[src/rx_fifo_pkg.sv]
// Package of modes, widths and thresholds for the receive core FIFO
package rx_fifo_pkg;
    localparam int DATA_W        = 64;
    localparam int CTRL_W        = 2;
    localparam int THRESH_W      = 6;
    localparam int DEPTH_DEF     = 16;
    localparam logic [THRESH_W-1:0] PFULL_DEF  = 6'h05;
    localparam logic [THRESH_W-1:0] PEMPTY_DEF = 6'h02;
    // Word kinds carried on the control lane
    localparam logic [CTRL_W-1:0] KIND_DATA = 2'h0;
    localparam logic [CTRL_W-1:0] KIND_CTRL = 2'h1;
    localparam logic [CTRL_W-1:0] KIND_SYNC = 2'h2;
    localparam logic [CTRL_W-1:0] KIND_OS   = 2'h3;
    // Idle word inserted for rate compensation
    localparam logic [DATA_W-1:0] IDLE_WORD = 64'h0707070707070707;
    // Slack kept when rate compensation inserts or deletes
    localparam int RC_LOW_MARK   = 4;
    localparam int RC_HIGH_MARK  = 12;
    typedef enum logic [2:0] {
        MODE_REG_BASIC = 3'b001,
        MODE_ILKN      = 3'b010,
        MODE_TENG      = 3'b100
    } fifo_mode_e;
    typedef enum logic [2:0] {
        CTL_IDLE  = 3'b001,
        CTL_RUN   = 3'b010,
        CTL_HOLD  = 3'b100
    } ctl_state_e;
endpackage

[src/rx_fifo_if.sv]
// Interface joining the FIFO device end to the fabric end
`timescale 1ns/1ps
interface rx_fifo_if;
    import rx_fifo_pkg::*;
    logic [DATA_W-1:0] readData;
    logic [CTRL_W-1:0] readKind;
    logic              readValid;
    logic              readEnable;
    logic              writeEnable;
    logic              fifoFull;
    logic              fifoEmpty;
    logic              fifoPartFull;
    logic              fifoPartEmpty;
    modport device (output readData, readKind, readValid, fifoFull, fifoEmpty, fifoPartFull, fifoPartEmpty,
                    input readEnable, writeEnable);
    modport fabric (input readData, readKind, readValid, fifoFull, fifoEmpty, fifoPartFull, fifoPartEmpty,
                    output readEnable, writeEnable);
endinterface

[src/elastic_fifo.sv]
// Parameterised storage FIFO with valid and ready on both sides
`timescale 1ns/1ps
module elastic_fifo #(
    parameter int WIDTH = 66,
    parameter int DEPTH = 16
) (
    input  wire logic                     ref_clk,
    input  wire logic                     rst,
    input  wire logic [WIDTH-1:0]         inData,
    input  wire logic                     inValid,
    output logic                          inReady,
    output logic [WIDTH-1:0]              outData,
    output logic                          outValid,
    input  wire logic                     outReady,
    output logic [$clog2(DEPTH+1)-1:0]    level
);
    localparam int AW = $clog2(DEPTH);
    logic [WIDTH-1:0] mem [DEPTH];
    logic [AW-1:0]    wrPtr;
    logic [AW-1:0]    rdPtr;
    logic [AW-1:0]    next_wrPtr;
    logic [AW-1:0]    next_rdPtr;
    logic [$clog2(DEPTH+1)-1:0] next_level;
    logic             push;
    logic             pop;

    // Handshakes; full and empty straight from the level
    always_comb begin
        inReady    = (level != DEPTH[$clog2(DEPTH+1)-1:0]);
        outValid   = (level != '0);
        push       = inValid && inReady;
        pop        = outValid && outReady;
        next_wrPtr = push ? AW'(wrPtr + 1'b1) : wrPtr;
        next_rdPtr = pop ? AW'(rdPtr + 1'b1) : rdPtr;
        next_level = level;
        if (push && !pop) begin
            next_level = level + 1'b1;
        end else if (pop && !push) begin
            next_level = level - 1'b1;
        end
        outData    = mem[rdPtr];
    end

    // Pointer and level registers
    always_ff @(posedge ref_clk or posedge rst) begin
        if (rst) begin
            wrPtr <= '0;
            rdPtr <= '0;
            level <= '0;
        end else begin
            wrPtr <= next_wrPtr;
            rdPtr <= next_rdPtr;
            level <= next_level;
        end
    end

    // Storage has no reset, so it can map to RAM
    always_ff @(posedge ref_clk) begin
        if (push) begin
            mem[wrPtr] <= inData;
        end
    end
endmodule

[src/rx_core_fifo.sv]
// Device end: receive core FIFO with basic, deskew and rate compensation modes
// Functional notes
// - Register-basic: input register then elastic FIFO
// - Register-basic only for 32/40-bit widths; here DATA_W is 64
// - Basic mode is a clock-crossing elastic buffer; here one ref_clk drives both sides
// - Fabric controls enables to avoid over/underflow
// - Fabric state machine performs Interlaken lane deskew; here it only waits for the laneAligned input
// - 10GBASE-R forwards data only after block lock
// - 10GBASE-R deletes ordered sets, inserts idles
// - Fabric ignores status flags outside Interlaken/basic
// - Partially-full threshold 0..63, default 5
// - Partially-empty threshold 0..63, default 2
// - Sync-word removal after frame lock, first included
// - Control-word removal after frame lock
// - Write and read sides are separate domains; here both sides run on ref_clk
// - Partially-full flag at threshold occupancy
// - Empty flag registered on read clock
`timescale 1ns/1ps
module rx_core_fifo
    import rx_fifo_pkg::*;
#(
    parameter int DEPTH = rx_fifo_pkg::DEPTH_DEF
) (
    input  wire logic                               ref_clk,
    input  wire logic                               rst,
    input  wire rx_fifo_pkg::fifo_mode_e            fifoMode,
    input  wire logic [rx_fifo_pkg::THRESH_W-1:0]   partFullThresh,
    input  wire logic [rx_fifo_pkg::THRESH_W-1:0]   partEmptyThresh,
    input  wire logic                               syncDropEn,
    input  wire logic                               ctrlDropEn,
    input  wire logic                               blockLock,
    input  wire logic                               frameLock,
    input  wire logic [rx_fifo_pkg::DATA_W-1:0]     rxData,
    input  wire logic [rx_fifo_pkg::CTRL_W-1:0]     rxKind,
    output logic                                    wordDeleted,
    rx_fifo_if.device                               link
);
    import rx_fifo_pkg::*;
    // One level bit more than the pointers, so full and empty differ
    localparam int LW = $clog2(DEPTH+1);

    // Input register stage: the PCS-side FIFO reduced to a register
    logic [DATA_W-1:0] inReg;
    logic [CTRL_W-1:0] kindReg;
    logic              inRegValid;
    logic              bLockMeta;
    logic              bLockSync;
    logic              fLockMeta;
    logic              fLockSync;
    logic [DATA_W-1:0] next_inReg;
    logic [CTRL_W-1:0] next_kindReg;
    logic              next_inRegValid;
    logic              next_wordDeleted;

    // FIFO side signals
    logic [DATA_W+CTRL_W-1:0] fInData;
    logic                     fInValid;
    logic                     fInReady;
    logic [DATA_W+CTRL_W-1:0] fOutData;
    logic                     fOutValid;
    logic                     fOutReady;
    logic [LW-1:0]            level;

    // Output side registers
    logic [DATA_W-1:0] next_readData;
    logic [CTRL_W-1:0] next_readKind;
    logic              next_readValid;
    logic              next_full;
    logic              next_empty;
    logic              next_pfull;
    logic              next_pempty;
    logic              dropWord;
    logic              insertIdle;
    logic              takeWord;

    // Lock status comes from the PCS, so synchronise it first
    // The first stages feed nothing but the second, to contain metastability
    always_ff @(posedge ref_clk or posedge rst) begin
        if (rst) begin
            bLockMeta <= 1'b0;
            bLockSync <= 1'b0;
            fLockMeta <= 1'b0;
            fLockSync <= 1'b0;
        end else begin
            bLockMeta <= blockLock;
            bLockSync <= bLockMeta;
            fLockMeta <= frameLock;
            fLockSync <= fLockMeta;
        end
    end

    // Write-side filtering: word drop decisions before storage
    // Dropped words never reach storage, so they cost no space
    always_comb begin
        dropWord = 1'b0;
        unique case (fifoMode)
            MODE_ILKN: begin
                if (fLockSync && syncDropEn && kindReg == KIND_SYNC) begin
                    dropWord = 1'b1;
                end
                if (fLockSync && ctrlDropEn && kindReg == KIND_CTRL) begin
                    dropWord = 1'b1;
                end
            end
            MODE_TENG: begin
                // Deleting only at or above the high mark keeps slack for bursts
                if (!bLockSync) begin
                    dropWord = 1'b1;
                end else if (kindReg == KIND_OS && level >= LW'(RC_HIGH_MARK)) begin
                    dropWord = 1'b1;
                end
            end
            // Register-basic drops no word here; only the fabric write enable and a full FIFO stop storage
            default: dropWord = 1'b0;
        endcase
        fInData  = {kindReg, inReg};
        // Basic and Interlaken obey the fabric write enable; 10G writes freely
        fInValid = inRegValid && !dropWord && (fifoMode == MODE_TENG || link.writeEnable);
        // Register stage always loads; a stalled word is lost, as in hardware
        next_inReg       = rxData;
        next_kindReg     = rxKind;
        next_inRegValid  = 1'b1;
        next_wordDeleted = inRegValid && fifoMode == MODE_TENG && bLockSync && kindReg == KIND_OS
                           && level >= LW'(RC_HIGH_MARK);
    end

    // Input register stage
    // Kind resets to plain data so no false drop follows reset
    always_ff @(posedge ref_clk or posedge rst) begin
        if (rst) begin
            inReg       <= '0;
            kindReg     <= KIND_DATA;
            inRegValid  <= 1'b0;
            wordDeleted <= 1'b0;
        end else begin
            inReg       <= next_inReg;
            kindReg     <= next_kindReg;
            inRegValid  <= next_inRegValid;
            wordDeleted <= next_wordDeleted;
        end
    end

    // Shared clock here; a two-clock build would swap this for gray pointers
    // Each entry carries the kind lane beside the data word
    elastic_fifo #(
        .WIDTH (DATA_W + CTRL_W),
        .DEPTH (DEPTH)
    ) u_store (
        .ref_clk  (ref_clk),
        .rst      (rst),
        .inData   (fInData),
        .inValid  (fInValid),
        .inReady  (fInReady),
        .outData  (fOutData),
        .outValid (fOutValid),
        .outReady (fOutReady),
        .level    (level)
    );

    // Read side: pop on enable outside 10G; 10G pops freely but inserts idles instead when it runs low
    always_comb begin
        takeWord   = 1'b0;
        insertIdle = 1'b0;
        if (fifoMode == MODE_TENG) begin
            // Idles only once locked; before lock the output stays silent
            if (bLockSync && level <= LW'(RC_LOW_MARK)) begin
                insertIdle = 1'b1;
            end else begin
                takeWord = fOutValid;
            end
        end else begin
            // Basic and Interlaken read strictly on the fabric's request
            takeWord = link.readEnable && fOutValid;
        end
        fOutReady      = takeWord;
        next_readData  = insertIdle ? IDLE_WORD : fOutData[DATA_W-1:0];
        next_readKind  = insertIdle ? KIND_OS : fOutData[DATA_W+CTRL_W-1:DATA_W];
        next_readValid = takeWord || insertIdle;
        next_full      = !fInReady;
        next_empty     = (level == '0);
        // Compared as integers: a partially-full threshold past the depth is simply never reached
        next_pfull     = (int'(level) >= int'(partFullThresh));
        next_pempty    = (int'(level) <= int'(partEmptyThresh));
    end

    // Output registers toward fabric
    // Flags lag the level by a cycle, so the fabric keeps margin
    always_ff @(posedge ref_clk or posedge rst) begin
        if (rst) begin
            link.readData      <= '0;
            link.readKind      <= KIND_DATA;
            link.readValid     <= 1'b0;
            link.fifoFull      <= 1'b0;
            link.fifoEmpty     <= 1'b1;
            link.fifoPartFull  <= 1'b0;
            link.fifoPartEmpty <= 1'b1;
        end else begin
            link.readData      <= next_readData;
            link.readKind      <= next_readKind;
            link.readValid     <= next_readValid;
            link.fifoFull      <= next_full;
            link.fifoEmpty     <= next_empty;
            link.fifoPartFull  <= next_pfull;
            link.fifoPartEmpty <= next_pempty;
        end
    end
endmodule

[src/flat_wrapper.sv]
// flat-port wrapper written by rule: the top's interface ports become plain ports
module rx_core_fifo_flat import rx_fifo_pkg::*;
#(
    parameter int DEPTH = rx_fifo_pkg::DEPTH_DEF
)
  (ref_clk, rst, fifoMode, partFullThresh, partEmptyThresh, syncDropEn, ctrlDropEn, blockLock, frameLock, rxData, rxKind, wordDeleted, link_readData, link_readKind, link_readValid, link_fifoFull, link_fifoEmpty, link_fifoPartFull, link_fifoPartEmpty, link_readEnable, link_writeEnable);
  rx_fifo_if link_i ();
  input  wire logic ref_clk;
  input  wire logic rst;
  input  wire rx_fifo_pkg::fifo_mode_e fifoMode;
  input  wire logic [rx_fifo_pkg::THRESH_W-1:0] partFullThresh;
  input  wire logic [rx_fifo_pkg::THRESH_W-1:0] partEmptyThresh;
  input  wire logic syncDropEn;
  input  wire logic ctrlDropEn;
  input  wire logic blockLock;
  input  wire logic frameLock;
  input  wire logic [rx_fifo_pkg::DATA_W-1:0] rxData;
  input  wire logic [rx_fifo_pkg::CTRL_W-1:0] rxKind;
  output logic wordDeleted;
  output wire logic [$bits(link_i.readData)-1:0] link_readData;
  output wire logic [$bits(link_i.readKind)-1:0] link_readKind;
  output wire logic [$bits(link_i.readValid)-1:0] link_readValid;
  output wire logic [$bits(link_i.fifoFull)-1:0] link_fifoFull;
  output wire logic [$bits(link_i.fifoEmpty)-1:0] link_fifoEmpty;
  output wire logic [$bits(link_i.fifoPartFull)-1:0] link_fifoPartFull;
  output wire logic [$bits(link_i.fifoPartEmpty)-1:0] link_fifoPartEmpty;
  input wire logic [$bits(link_i.readEnable)-1:0] link_readEnable;
  input wire logic [$bits(link_i.writeEnable)-1:0] link_writeEnable;
  assign link_readData = link_i.readData;
  assign link_readKind = link_i.readKind;
  assign link_readValid = link_i.readValid;
  assign link_fifoFull = link_i.fifoFull;
  assign link_fifoEmpty = link_i.fifoEmpty;
  assign link_fifoPartFull = link_i.fifoPartFull;
  assign link_fifoPartEmpty = link_i.fifoPartEmpty;
  assign link_i.readEnable = link_readEnable;
  assign link_i.writeEnable = link_writeEnable;
  rx_core_fifo #(.DEPTH(DEPTH)) u_core (.ref_clk(ref_clk), .rst(rst), .fifoMode(fifoMode), .partFullThresh(partFullThresh), .partEmptyThresh(partEmptyThresh), .syncDropEn(syncDropEn), .ctrlDropEn(ctrlDropEn), .blockLock(blockLock), .frameLock(frameLock), .rxData(rxData), .rxKind(rxKind), .wordDeleted(wordDeleted), .link(link_i));
endmodule
[config.mk]
export PLATFORM = sky130hd
export DESIGN_NAME = rx_core_fifo_flat
export DESIGN_NICKNAME = d
export VERILOG_FILES = /design/src/rx_fifo_pkg.sv /design/src/rx_fifo_if.sv /design/src/elastic_fifo.sv /design/src/rx_core_fifo.sv /design/src/flat_wrapper.sv
export SDC_FILE = /design/constraint.sdc
export NUM_CORES = 1
export LEC_CHECK = 0
export BUFFER_PORTS_ARGS = -buffer_cell sky130_fd_sc_hd__buf_2
export CORE_MARGIN = 4
export CORE_UTILIZATION = 35
export CTS_CLUSTER_SIZE = 14
export DETAILED_ROUTE_END_ITERATION = 8
export GPL_ROUTABILITY_DRIVEN = 0
export HOLD_SLACK_MARGIN = 0.12
export PLACE_DENSITY = 0.58
export SYNTH_ARGS = -nofsm -noshare
export SYNTH_HDL_FRONTEND = slang
export SYNTH_SLANG_ARGS = --single-unit
[constraint.sdc]
create_clock -name ref_clk -period 12.39 [get_ports ref_clk]
set_input_delay 3.0975 -clock ref_clk [delete_from_list [all_inputs] [get_ports ref_clk]]
set_output_delay 3.0975 -clock ref_clk [all_outputs]
set_load 0.01 [all_outputs]
---- Word-level counts from Yosys, hierarchy flattened ----
Memory sizes are Yosys's and may differ from the RTL's.
Index checks and enable logic that the tools add are counted.
W data, S select, Z words.
storage, ports and cells
  flip-flop bits (word level) ............. 156
  bits in latches ......................... 0
  bits in writable memories ............... 1056
  memory bits (read-only) ................. 0
  input bits .............................. 89
  output and inout port bits .............. 72
  logic and storage cells ................. 74
  memories ................................ 1
memory list
  memory              words  bits a word  read ports  clocked after memory_dff  wr ports  RTL line            source
  u_core.u_store.mem  16     66           1           0                         1         elastic_fifo.sv:18  logic [WIDTH-1:0] mem [DEPTH];
cells by class
  add/subtract/negate cells ............... 4
  multiply operators ...................... 0
  divide/modulo/power cells ............... 0
  order comparisons ....................... 4
  eq/ne operators ......................... 6
  shifts and indexed selects .............. 0
  mux-type cells .......................... 15
  bitwise logic cells ..................... 0
  reduce and logical (&&, ||, !) cells .... 26
operators by type and width
  kind                   count
  $mux W64               1
  $logic_and A1 B1 Y1    17
  $mux W1                10
  $mux W5                2
  $add A4 B1 Y4 const B  2
  $ge A5 B6 Y1           1
  $le A5 B6 Y1           1
  $add A5 B1 Y5 const B  1
  $ge A5 B4 Y1 const B   1
  $le A5 B3 Y1 const B   1
  $logic_not A5 Y1       1
  $ne A5 B5 Y1 const B   1
  $reduce_bool A5 Y1     1
  $sub A5 B1 Y5 const B  1
  $eq A2 B2 Y1 const B   2
  $logic_not A1 Y1       4
  $eq A3 B2 Y1 const B   1
  $eq A3 B3 Y1 const B   1
  $eq A2 B1 Y1 const B   1
  $logic_or A1 B1 Y1     2
  $mux W2                1
  $pmux W1 S2            1
  $reduce_bool A2 Y1     1

---- Longest topological paths before layout ----
Gate-level depths: netlist (run 1).
  word-level depth ........................ 13
  depth in mapped cells ................... 13
  mapped depth without buffers ............ 12

---- Cells and area by module ----
A second synthesis (run 1) with hierarchy kept.
second synthesis, totals
  cells, all modules ...................... 2255
  area total of the unflattened synthesis .. 45467.4 um^2
by module, submodules not included
  module        instances  cells each  area each (um^2)  seq. area each (um^2)
  elastic_fifo  1          1982        40955.5           32035.7
  rx_core_fifo  1          273         4511.8            3580.9

---- Worst setup path before layout (run 1) ----
No wires, ideal clock.
  kind .................................... input to register
  start ................................... in fifoMode[0]
  end ..................................... mem u_core.u_store.mem[7][0], enable pin
  setup time .............................. 0.571 ns
  data arrival time ....................... 8.412 ns
  data required time ...................... 11.819 ns
  setup slack ............................. 3.407 ns
  stages on the path ...................... 6
  buffers on the path ..................... 1
  path through ............................ and4bb_2 > o21a_1 > o2111a_1 > buf_4 > nand2_1 > nor3_1
on the way
  word-level cells in the longest chain between the ends .. 8
  elaborated cells between the ends (all ways) .. 10
  those cells by class .................... eq/ne: 2; mux: 3; reduce/logical: 5
ends and longest elaborated chain
  item                                          RTL line                                 source
  start, declared                               flat_wrapper.sv:10                       input wire rx_fifo_pkg::fifo_mode_e fifoMode;
  $eq A3 B3 Y1 or $eq A3 B2 Y1 (tied branches)  rx_core_fifo.sv:96, rx_core_fifo.sv:118
  $pmux W1 S2                                   rx_core_fifo.sv:96                       unique case (fifoMode)
  $logic_not A1 Y1                              rx_core_fifo.sv:118                      fInValid = inRegValid && !dropWord && (fifoMode == MODE_TENG || link.writeEnable);
  $logic_and A1 B1 Y1                           rx_core_fifo.sv:118
  $logic_and A1 B1 Y1 (*)                       rx_core_fifo.sv:118
  $logic_and A1 B1 Y1 (*)                       elastic_fifo.sv:31                       push = inValid && inReady;
  net u_core.u_store.push                       elastic_fifo.sv:24                       logic push;
  $mux W1 (*)                                   elastic_fifo.sv:59                       if (push) begin
  $mux W1 (not written as such) (*)             elastic_fifo.sv:60                       mem[wrPtr] <= inData;
  end, declared                                 elastic_fifo.sv:18
Mark *: on every way through the listed nets, which the timed path passes. The rest lies on a longest branch.

---- Final worst setup path (run 1) ----
  start ................................... in fifoMode[0]
  end ..................................... mem u_core.u_store.mem[14][12], enable pin
on the way
  word-level cells in the longest chain between the ends .. 8
  elaborated cells between the ends (all ways) .. 10
  those cells by class .................... eq/ne: 2; mux: 3; reduce/logical: 5
ends and longest elaborated chain
  item                                          RTL line
  $eq A3 B3 Y1 or $eq A3 B2 Y1 (tied branches)  rx_core_fifo.sv:96, rx_core_fifo.sv:118
  $pmux W1 S2                                   rx_core_fifo.sv:96
  $logic_not A1 Y1                              rx_core_fifo.sv:118
  $logic_and A1 B1 Y1                           rx_core_fifo.sv:118
  $logic_and A1 B1 Y1 (*)                       rx_core_fifo.sv:118
  $logic_and A1 B1 Y1 (*)                       elastic_fifo.sv:31
  $mux W1 (*)                                   elastic_fifo.sv:59
  $mux W1 (not written as such) (*)             elastic_fifo.sv:60
Every way passes the cells marked *; elsewhere a longest branch is shown, timed or not.

==> flow_summary.yaml, run 1 <==
flow_run:
  max_cap_violations: 0
setup_path:
  arrival_ns: 6.28
  cp.depth: 7
  crit_start: "fifoMode[0]"
  slowest_stage: "nor2_4"
  reg2reg_from: "u_core.kindReg[1]"
  cp_cell_sequence: "buf_2 > and4bb_2 > o21a_1 > o2111a_1 > nand3_1 > nor2_4 > buf_4"
  crit_buf_inv: 2
  end_kind: "register"
  path_max_fanout: 38
  worstSetupPathType: "primary input to register"
  r2r-end: "u_core.u_store.mem[14][12]"
  r2r_cells: 6
  cp-start-kind: "primary input"
  cp.required_ns: 12.70
  rrSetupSlack_ns: 8.32
  cpPeakStageDelay_ns: 0.94
  crit_family: "simple AND/OR/NAND/NOR gates"
synth:
  synth.most_common_cell: "edfxtp_1"
  synth_area_leaders: "edfxtp_1 71%, mux4_2 13%, dfrtp_1 8.6%, mux2i_1 1.2%, o22ai_1 0.81%"
  seq_area_frac_synth_pct: 79.7
  syn_nets: 2031
  ys_types: 49
  synth_edf_count: 1056
  netlist_instances: 1922
  synth_warnings: 0
  netlist_area_um2: 44700
  synth-async-reset-ratio_pct: 12.9
  yosysTopAreaCell: "edfxtp_1"
  synth-seq-cells: 1212
  synthTopCellsByCount: "1056 x edfxtp_1, 264 x mux4_2, 154 x dfrtp_1, 58 x o22ai_1, 53 x mux2i_1"
  synth_top_area_share_pct: 71.0
  synthFlopType: "edfxtp_1"
  synth_area_per_cell_um2: 23.2
sta:
  report.final.slew_viol_count: 0
  fin_ws_ns: 6.42
  hold_viol_final: 0
  finalSetupViolCount: 0
  tns_ns: 0
  fin_worst_skew_ns: 0.0183
  rsz0062_at_grt: "no"
  fin_crit_sh_pct: 48.2
  finalCriticalPeriod_ns: 5.97
  tightest_slew_ns: 1.21
  max_freq_ghz: 0.168
  slew_headroom_pct: 19.6
floorplanning:
  fp.dieArea_um2: 133000
  rows: 130
  start_util_pct: 35.4
  die_h_um: 365
  io-pin-count: 161
  core_um2: 126000
  die_w_um: 365
clocking:
  cts_setup_buffers: 0
  h-tree-depth: 3
  cts.path.max_buffers: 3
  postCtsResizedCells: 0
  cts_hold_buf: 0
  clkLatencyLatePin_ns: 0.70
  cts_root_buf: "clkbuf_16"
  cts_made_buffers: 121
  cts_tree: "yes"
  cts.sinks: 1212
  clk_pin_slew_worst_paths_ns: 0.06
global_routing:
  grt_max_degree: 117
  antenna_found_initial: 2
  grt_usage_pct: 14.7
  grt_pass1_vias: 21600
  gr-total-overflow: 0
  grt_pass1_wl_um: 145000
drt:
  vias: 20000
  wire_per_inst_um: 25.1
  dr.pass1.iters: 5
  routed_wl_um: 97700
  drt_iter0_drc: 1833
  postRouteAntennaNets: 0
  viasPerCell: 5.13
  route.detailed.drc: 0
power:
  leakage_nw: 16.7
  ir_drop_mv: 0.180
  power_density_nw_per_um2: 219
place:
  dp_hpwl_um: 54400
  port_buffers: 160
  place_ws_ns: 5.64
min_path:
  hp-class: "register to register"
  min_from: "u_core.bLockMeta"
  hold_depth: 0
  hold_end: "u_core.bLockSync"
run_status:
  outcome: "finished, final reports clean"
final_layout:
  flow.area_growth_from_synthesis_pct: 14.5
  nNetsFinal: 2248
  drive_above_1_share_pct: 29.6
## metrics by stage
| step | utilization [%] | cells | total power, mW | hold WS, ns | instance area, um^2 |
|---|---|---|---|---|---|
| after global routing | 40.5 | 3893 | 11.7 | 0.364 | 51200 |
| after floorplan | - | 1922 | 7.00 | 0.331 | 44700 |
| final | 40.5 | 3894 | 11.2 | 0.356 | 51200 |
| after global placement | 37.5 | 3666 | 7.78 | 0.332 | 47300 |
| after CTS | 40.5 | 3893 | 11.4 | 0.359 | 51200 |
| after detailed placement | 37.5 | 3666 | 7.81 | 0.346 | 47300 |
## per-layer routing
metal	up-vias	part of all wire [%]	global-route usage, %
met2	555	50	24.4
met3	140	5.1	2.41
met1	10800	43	20.5
met4	0	1.9	3.27
met5	-	0	0
li1	8478	-	-
## worst reg2reg max path: cells and delay by family (launching register included)
kind / cells / cell delay (ns)
simple gates: 4 / 1.69
flops: 1 / 0.73
buf+inv: 1 / 0.73
compound gates: 1 / 0.49
## how the worst max path moves through the flow
stage / slack, ns / to
finish: 6.42 / u_core.u_store.mem[14][12]
global route: 6.31 / u_core.u_store.mem[14][27]
CTS: 6.40 / u_core.u_store.mem[14][27]
detailed placement: 5.64 / u_core.u_store.mem[14][21]
global placement: 5.70 / u_core.u_store.mem[14][13]
floorplan: 3.41 / u_core.u_store.mem[7][0]
## flip-flops by register name, indices dropped and copies added, names as in the netlist, 2 cells and up
signal / cells
u_core.inReg: 64
u_core.kindReg: 2
u_core.link.readData: 64
u_core.link.readKind: 2
u_core.u_store.level: 5
u_core.u_store.mem: 1056
u_core.u_store.rdPtr: 4
u_core.u_store.wrPtr: 4
## where the power goes
part           switching, mW  internal [mW]  total, mW  leakage [nW]
Sequential             0.307           4.77       5.08          11.3
Clock                   1.51           2.05       3.56          1.91
Combinational           1.35           1.21       2.56          3.52
Total                   3.16           8.03       11.2          16.7
## placed cells by master (no fill, tap or decap), types with 11 or more instances in the layout
master	n
edfxtp_1	1056
inv_1	18
clkbuf_1	28
o22ai_1	58
a211oi_1	13
clkinv_1	26
nor2_1	25
nor2b_1	15
ha_1	19
nor3_1	30
buf_2	160
clkbuf_8	11
mux4_2	264
mux2i_1	53
a22oi_1	26
buf_4	29
dfrtp_1	151
clkinv_2	23
clkbuf_16	123
## cell families after synthesis
group / Yosys count / synth area share (%)
other cells: 1 / 0.00839
flops: 1212 / 79.7
compound gates: 126 / 1.97
mux: 319 / 14.5
fa+ha+maj: 20 / 0.577
simple gates: 117 / 1.36
buf+inv: 116 / 1.58
xor+xnor: 11 / 0.216
## layout make-up
class	count	area, um^2
clock buffer	162	3330
inverter	19	78.8
timing repair buffer	191	1060
multi-input combinational	594	8450
tap	1650	2060
clock inverter	65	553
antenna	1	2.50
sequential	1212	35600
fill	11000	75100
Note: power is estimated with default switching activity, not from simulation.
==> inputs of run 2 (changes only) <==
==> constraint.sdc (replaced) <==
create_clock -name ref_clk -period 6.07 [get_ports ref_clk]
set_input_delay 1.5175 -clock ref_clk [delete_from_list [all_inputs] [get_ports ref_clk]]
set_output_delay 1.5175 -clock ref_clk [all_outputs]
set_load 0.01 [all_outputs]
==> run 2 against run 1 <==
  * Die area stayed put
  * Clock skew is 0.0092 ns higher
  * Core utilization is 0.19 points higher
  * Register-to-register slack worse by 6.0 ns
  * Flip-flop and latch count stayed put
  * Final cell count is 0.31% higher
  * First-iteration DRC count is 7.8% lower
  * Critical path type unchanged
  * Largest cell class unchanged
  * Highest routed layer unchanged
==> flow_summary.yaml, run 2 (synthesis gave the netlist of run 1 again) <==
drt:
  routed_wl_um: 99800
  dr.pass1.iters: 5
  postRouteAntennaNets: 0
  drt_iter0_drc: 1690
  wire_per_inst_um: 25.6
  vias: 20100
  route.detailed.drc: 0
  viasPerCell: 5.13
clocking:
  cts.sinks: 1212
  cts_hold_buf: 0
  cts_root_buf: "clkbuf_16"
  cts_setup_buffers: 0
  cts.path.max_buffers: 3
  postCtsResizedCells: 0
  h-tree-depth: 3
  clkLatencyLatePin_ns: 0.70
  cts_tree: "yes"
  clk_pin_slew_worst_paths_ns: 0.06
  cts_made_buffers: 120
global_routing:
  grt_pass1_vias: 21800
  grt_pass1_wl_um: 148000
  antenna_found_initial: 1
  gr-total-overflow: 0
  grt_usage_pct: 15.0
  grt_max_degree: 130
flow_run:
  max_cap_violations: 0
min_path:
  hp-class: "register to register"
  hold_end: "u_core.bLockSync"
  min_from: "u_core.bLockMeta"
  hold_depth: 0
sta:
  tightest_slew_ns: 1.23
  finalCriticalPeriod_ns: 4.04
  hold_viol_final: 0
  finalSetupViolCount: 0
  rsz0062_at_grt: "no"
  fin_worst_skew_ns: 0.0275
  slew_headroom_pct: 17.8
  report.final.slew_viol_count: 0
  fin_crit_sh_pct: 66.5
  max_freq_ghz: 0.248
power:
  power_density_nw_per_um2: 449
  clockPowerShare_pct: 32.1
  ir_drop_mv: 0.307
  leakage_nw: 16.9
  power.share.sequential_pct: 44.7
  p_int_mw: 16.6
  power_frac_comb_pct: 23.1
  swShare_pct: 28.2
  p_sw_mw: 6.50
setup_path:
  r2r_cells: 6
  arrival_ns: 4.41
  worstSetupPathType: "primary input to register"
  cp.required_ns: 6.44
  r2r-end: "u_core.u_store.mem[3][10]"
  cp-start-kind: "primary input"
  end_kind: "register"
  reg2reg_from: "u_core.kindReg[1]"
  rrSetupSlack_ns: 2.36
  path_max_fanout: 49
floorplanning:
  io-pin-count: 161
  rows: 130
  start_util_pct: 35.4
  die_w_um: 365
  die_h_um: 365
  fp.dieArea_um2: 133000
  core_um2: 126000
final_layout:
  top_register: "u_core.u_store.mem"
  flow.area_growth_from_synthesis_pct: 15.1
  final_cell_mix: "1056 x edfxtp_1, 264 x mux4_2, 160 x buf_2"
  largest_register_ffs: 1056
  nNetsFinal: 2258
  utilization_pct: 40.7
  drive_above_1_share_pct: 30.0
  reg.largest.list: "u_core.u_store.mem (1056), u_core.inReg (64), u_core.link.readData (64)"
  layout_commonest_cell: "edfxtp_1"
  fill_cells: 11000
  finish.cell_count_without_fillers: 3906
place:
  place_inst: 3677
  port_buffers: 160
  dp_hpwl_um: 55200
run_status:
  outcome: "finished, final reports clean"
run 2: cell count changes in the layout (fill, tap and decap cells not counted), moves of 3 or more:
| cell | change |
|---|---|
| clkinv_2 | -5 |
| clkbuf_1 | +5 |
| clkinv_1 | -7 |
| buf_4 | +8 |
| clkinv_8 | +3 |
| bufinv_16 | +4 |
| buf_12 | +3 |
| inv_16 | -3 |
run 2: worst max-delay path by stage:
| stage | slack, ns | startpoint | depth (start not counted) | endpoint |
|---|---|---|---|---|
| floorplan | -1.33 | fifoMode[0] | 6 | u_core.u_store.mem[7][0] |
| global placement | 1.50 | fifoMode[0] | 7 | u_core.u_store.mem[3][61] |
| detailed placement | 1.34 | fifoMode[0] | 7 | u_core.u_store.mem[3][45] |
| CTS | 2.08 | fifoMode[0] | 7 | u_core.u_store.mem[3][10] |
| global route | 1.88 | fifoMode[0] | 7 | u_core.u_store.mem[3][10] |
| finish | 2.03 | fifoMode[0] | 7 | u_core.u_store.mem[3][10] |
run 2: worst max-delay path, cell delays in order:
cell      delay [ns]
buf_2           0.11
and4bb_2        0.33
o21a_1          0.12
o2111a_1        0.48
nor3b_1         0.54
and2_4          0.89
buf_4           0.37
run 2: final cells by class:
class / count / area (um^2) / share of cell area, %
timing repair buffer: 202 / 1180 / 2.29
inverter: 19 / 78.8 / 0.153
sequential: 1212 / 35600 / 69.3
multi-input combinational: 594 / 8450 / 16.4
antenna: 2 / 5.00 / 0.00974
tap: 1650 / 2060 / 4.02
clock inverter: 60 / 658 / 1.28
clock buffer: 167 / 3340 / 6.50
run 2: per-layer routing:
metal | track usage [%] | up-vias | part of all wire (%)
li1 | - | 8501 | -
met1 | 20.5 | 10900 | 43
met2 | 25.2 | 509 | 50
met3 | 2.58 | 147 | 4.9
met4 | 4.07 | 0 | 2.4
met5 | 0 | - | 0
run 2: metrics by stage:
stage | hold WS (ns) | TNS, ns | instance area (um^2) | total power [mW] | setup WS [ns]
detailed placement | 0.340 | 0 | 47400 | 16.0 | 1.34
global route | 0.356 | 0 | 51400 | 24.2 | 1.88
floorplan | 0.331 | -352.00 | 44700 | 14.3 | -1.33
global placement | 0.332 | 0 | 47400 | 15.9 | 1.50
finish | 0.351 | 0 | 51400 | 23.1 | 2.03
CTS | 0.354 | 0 | 51400 | 23.5 | 2.08
run 2: power by group through the flow:
stage	clock network, mW	registers (mW)	logic, mW
2_1_floorplan	0	10.2	4.04
3_3_place_gp	0	10.5	5.42
3_5_place_dp	0	10.5	5.48
4_1_cts	7.62	10.4	5.49
5_1_grt	7.99	10.4	5.79
6_report	7.42	10.3	5.33
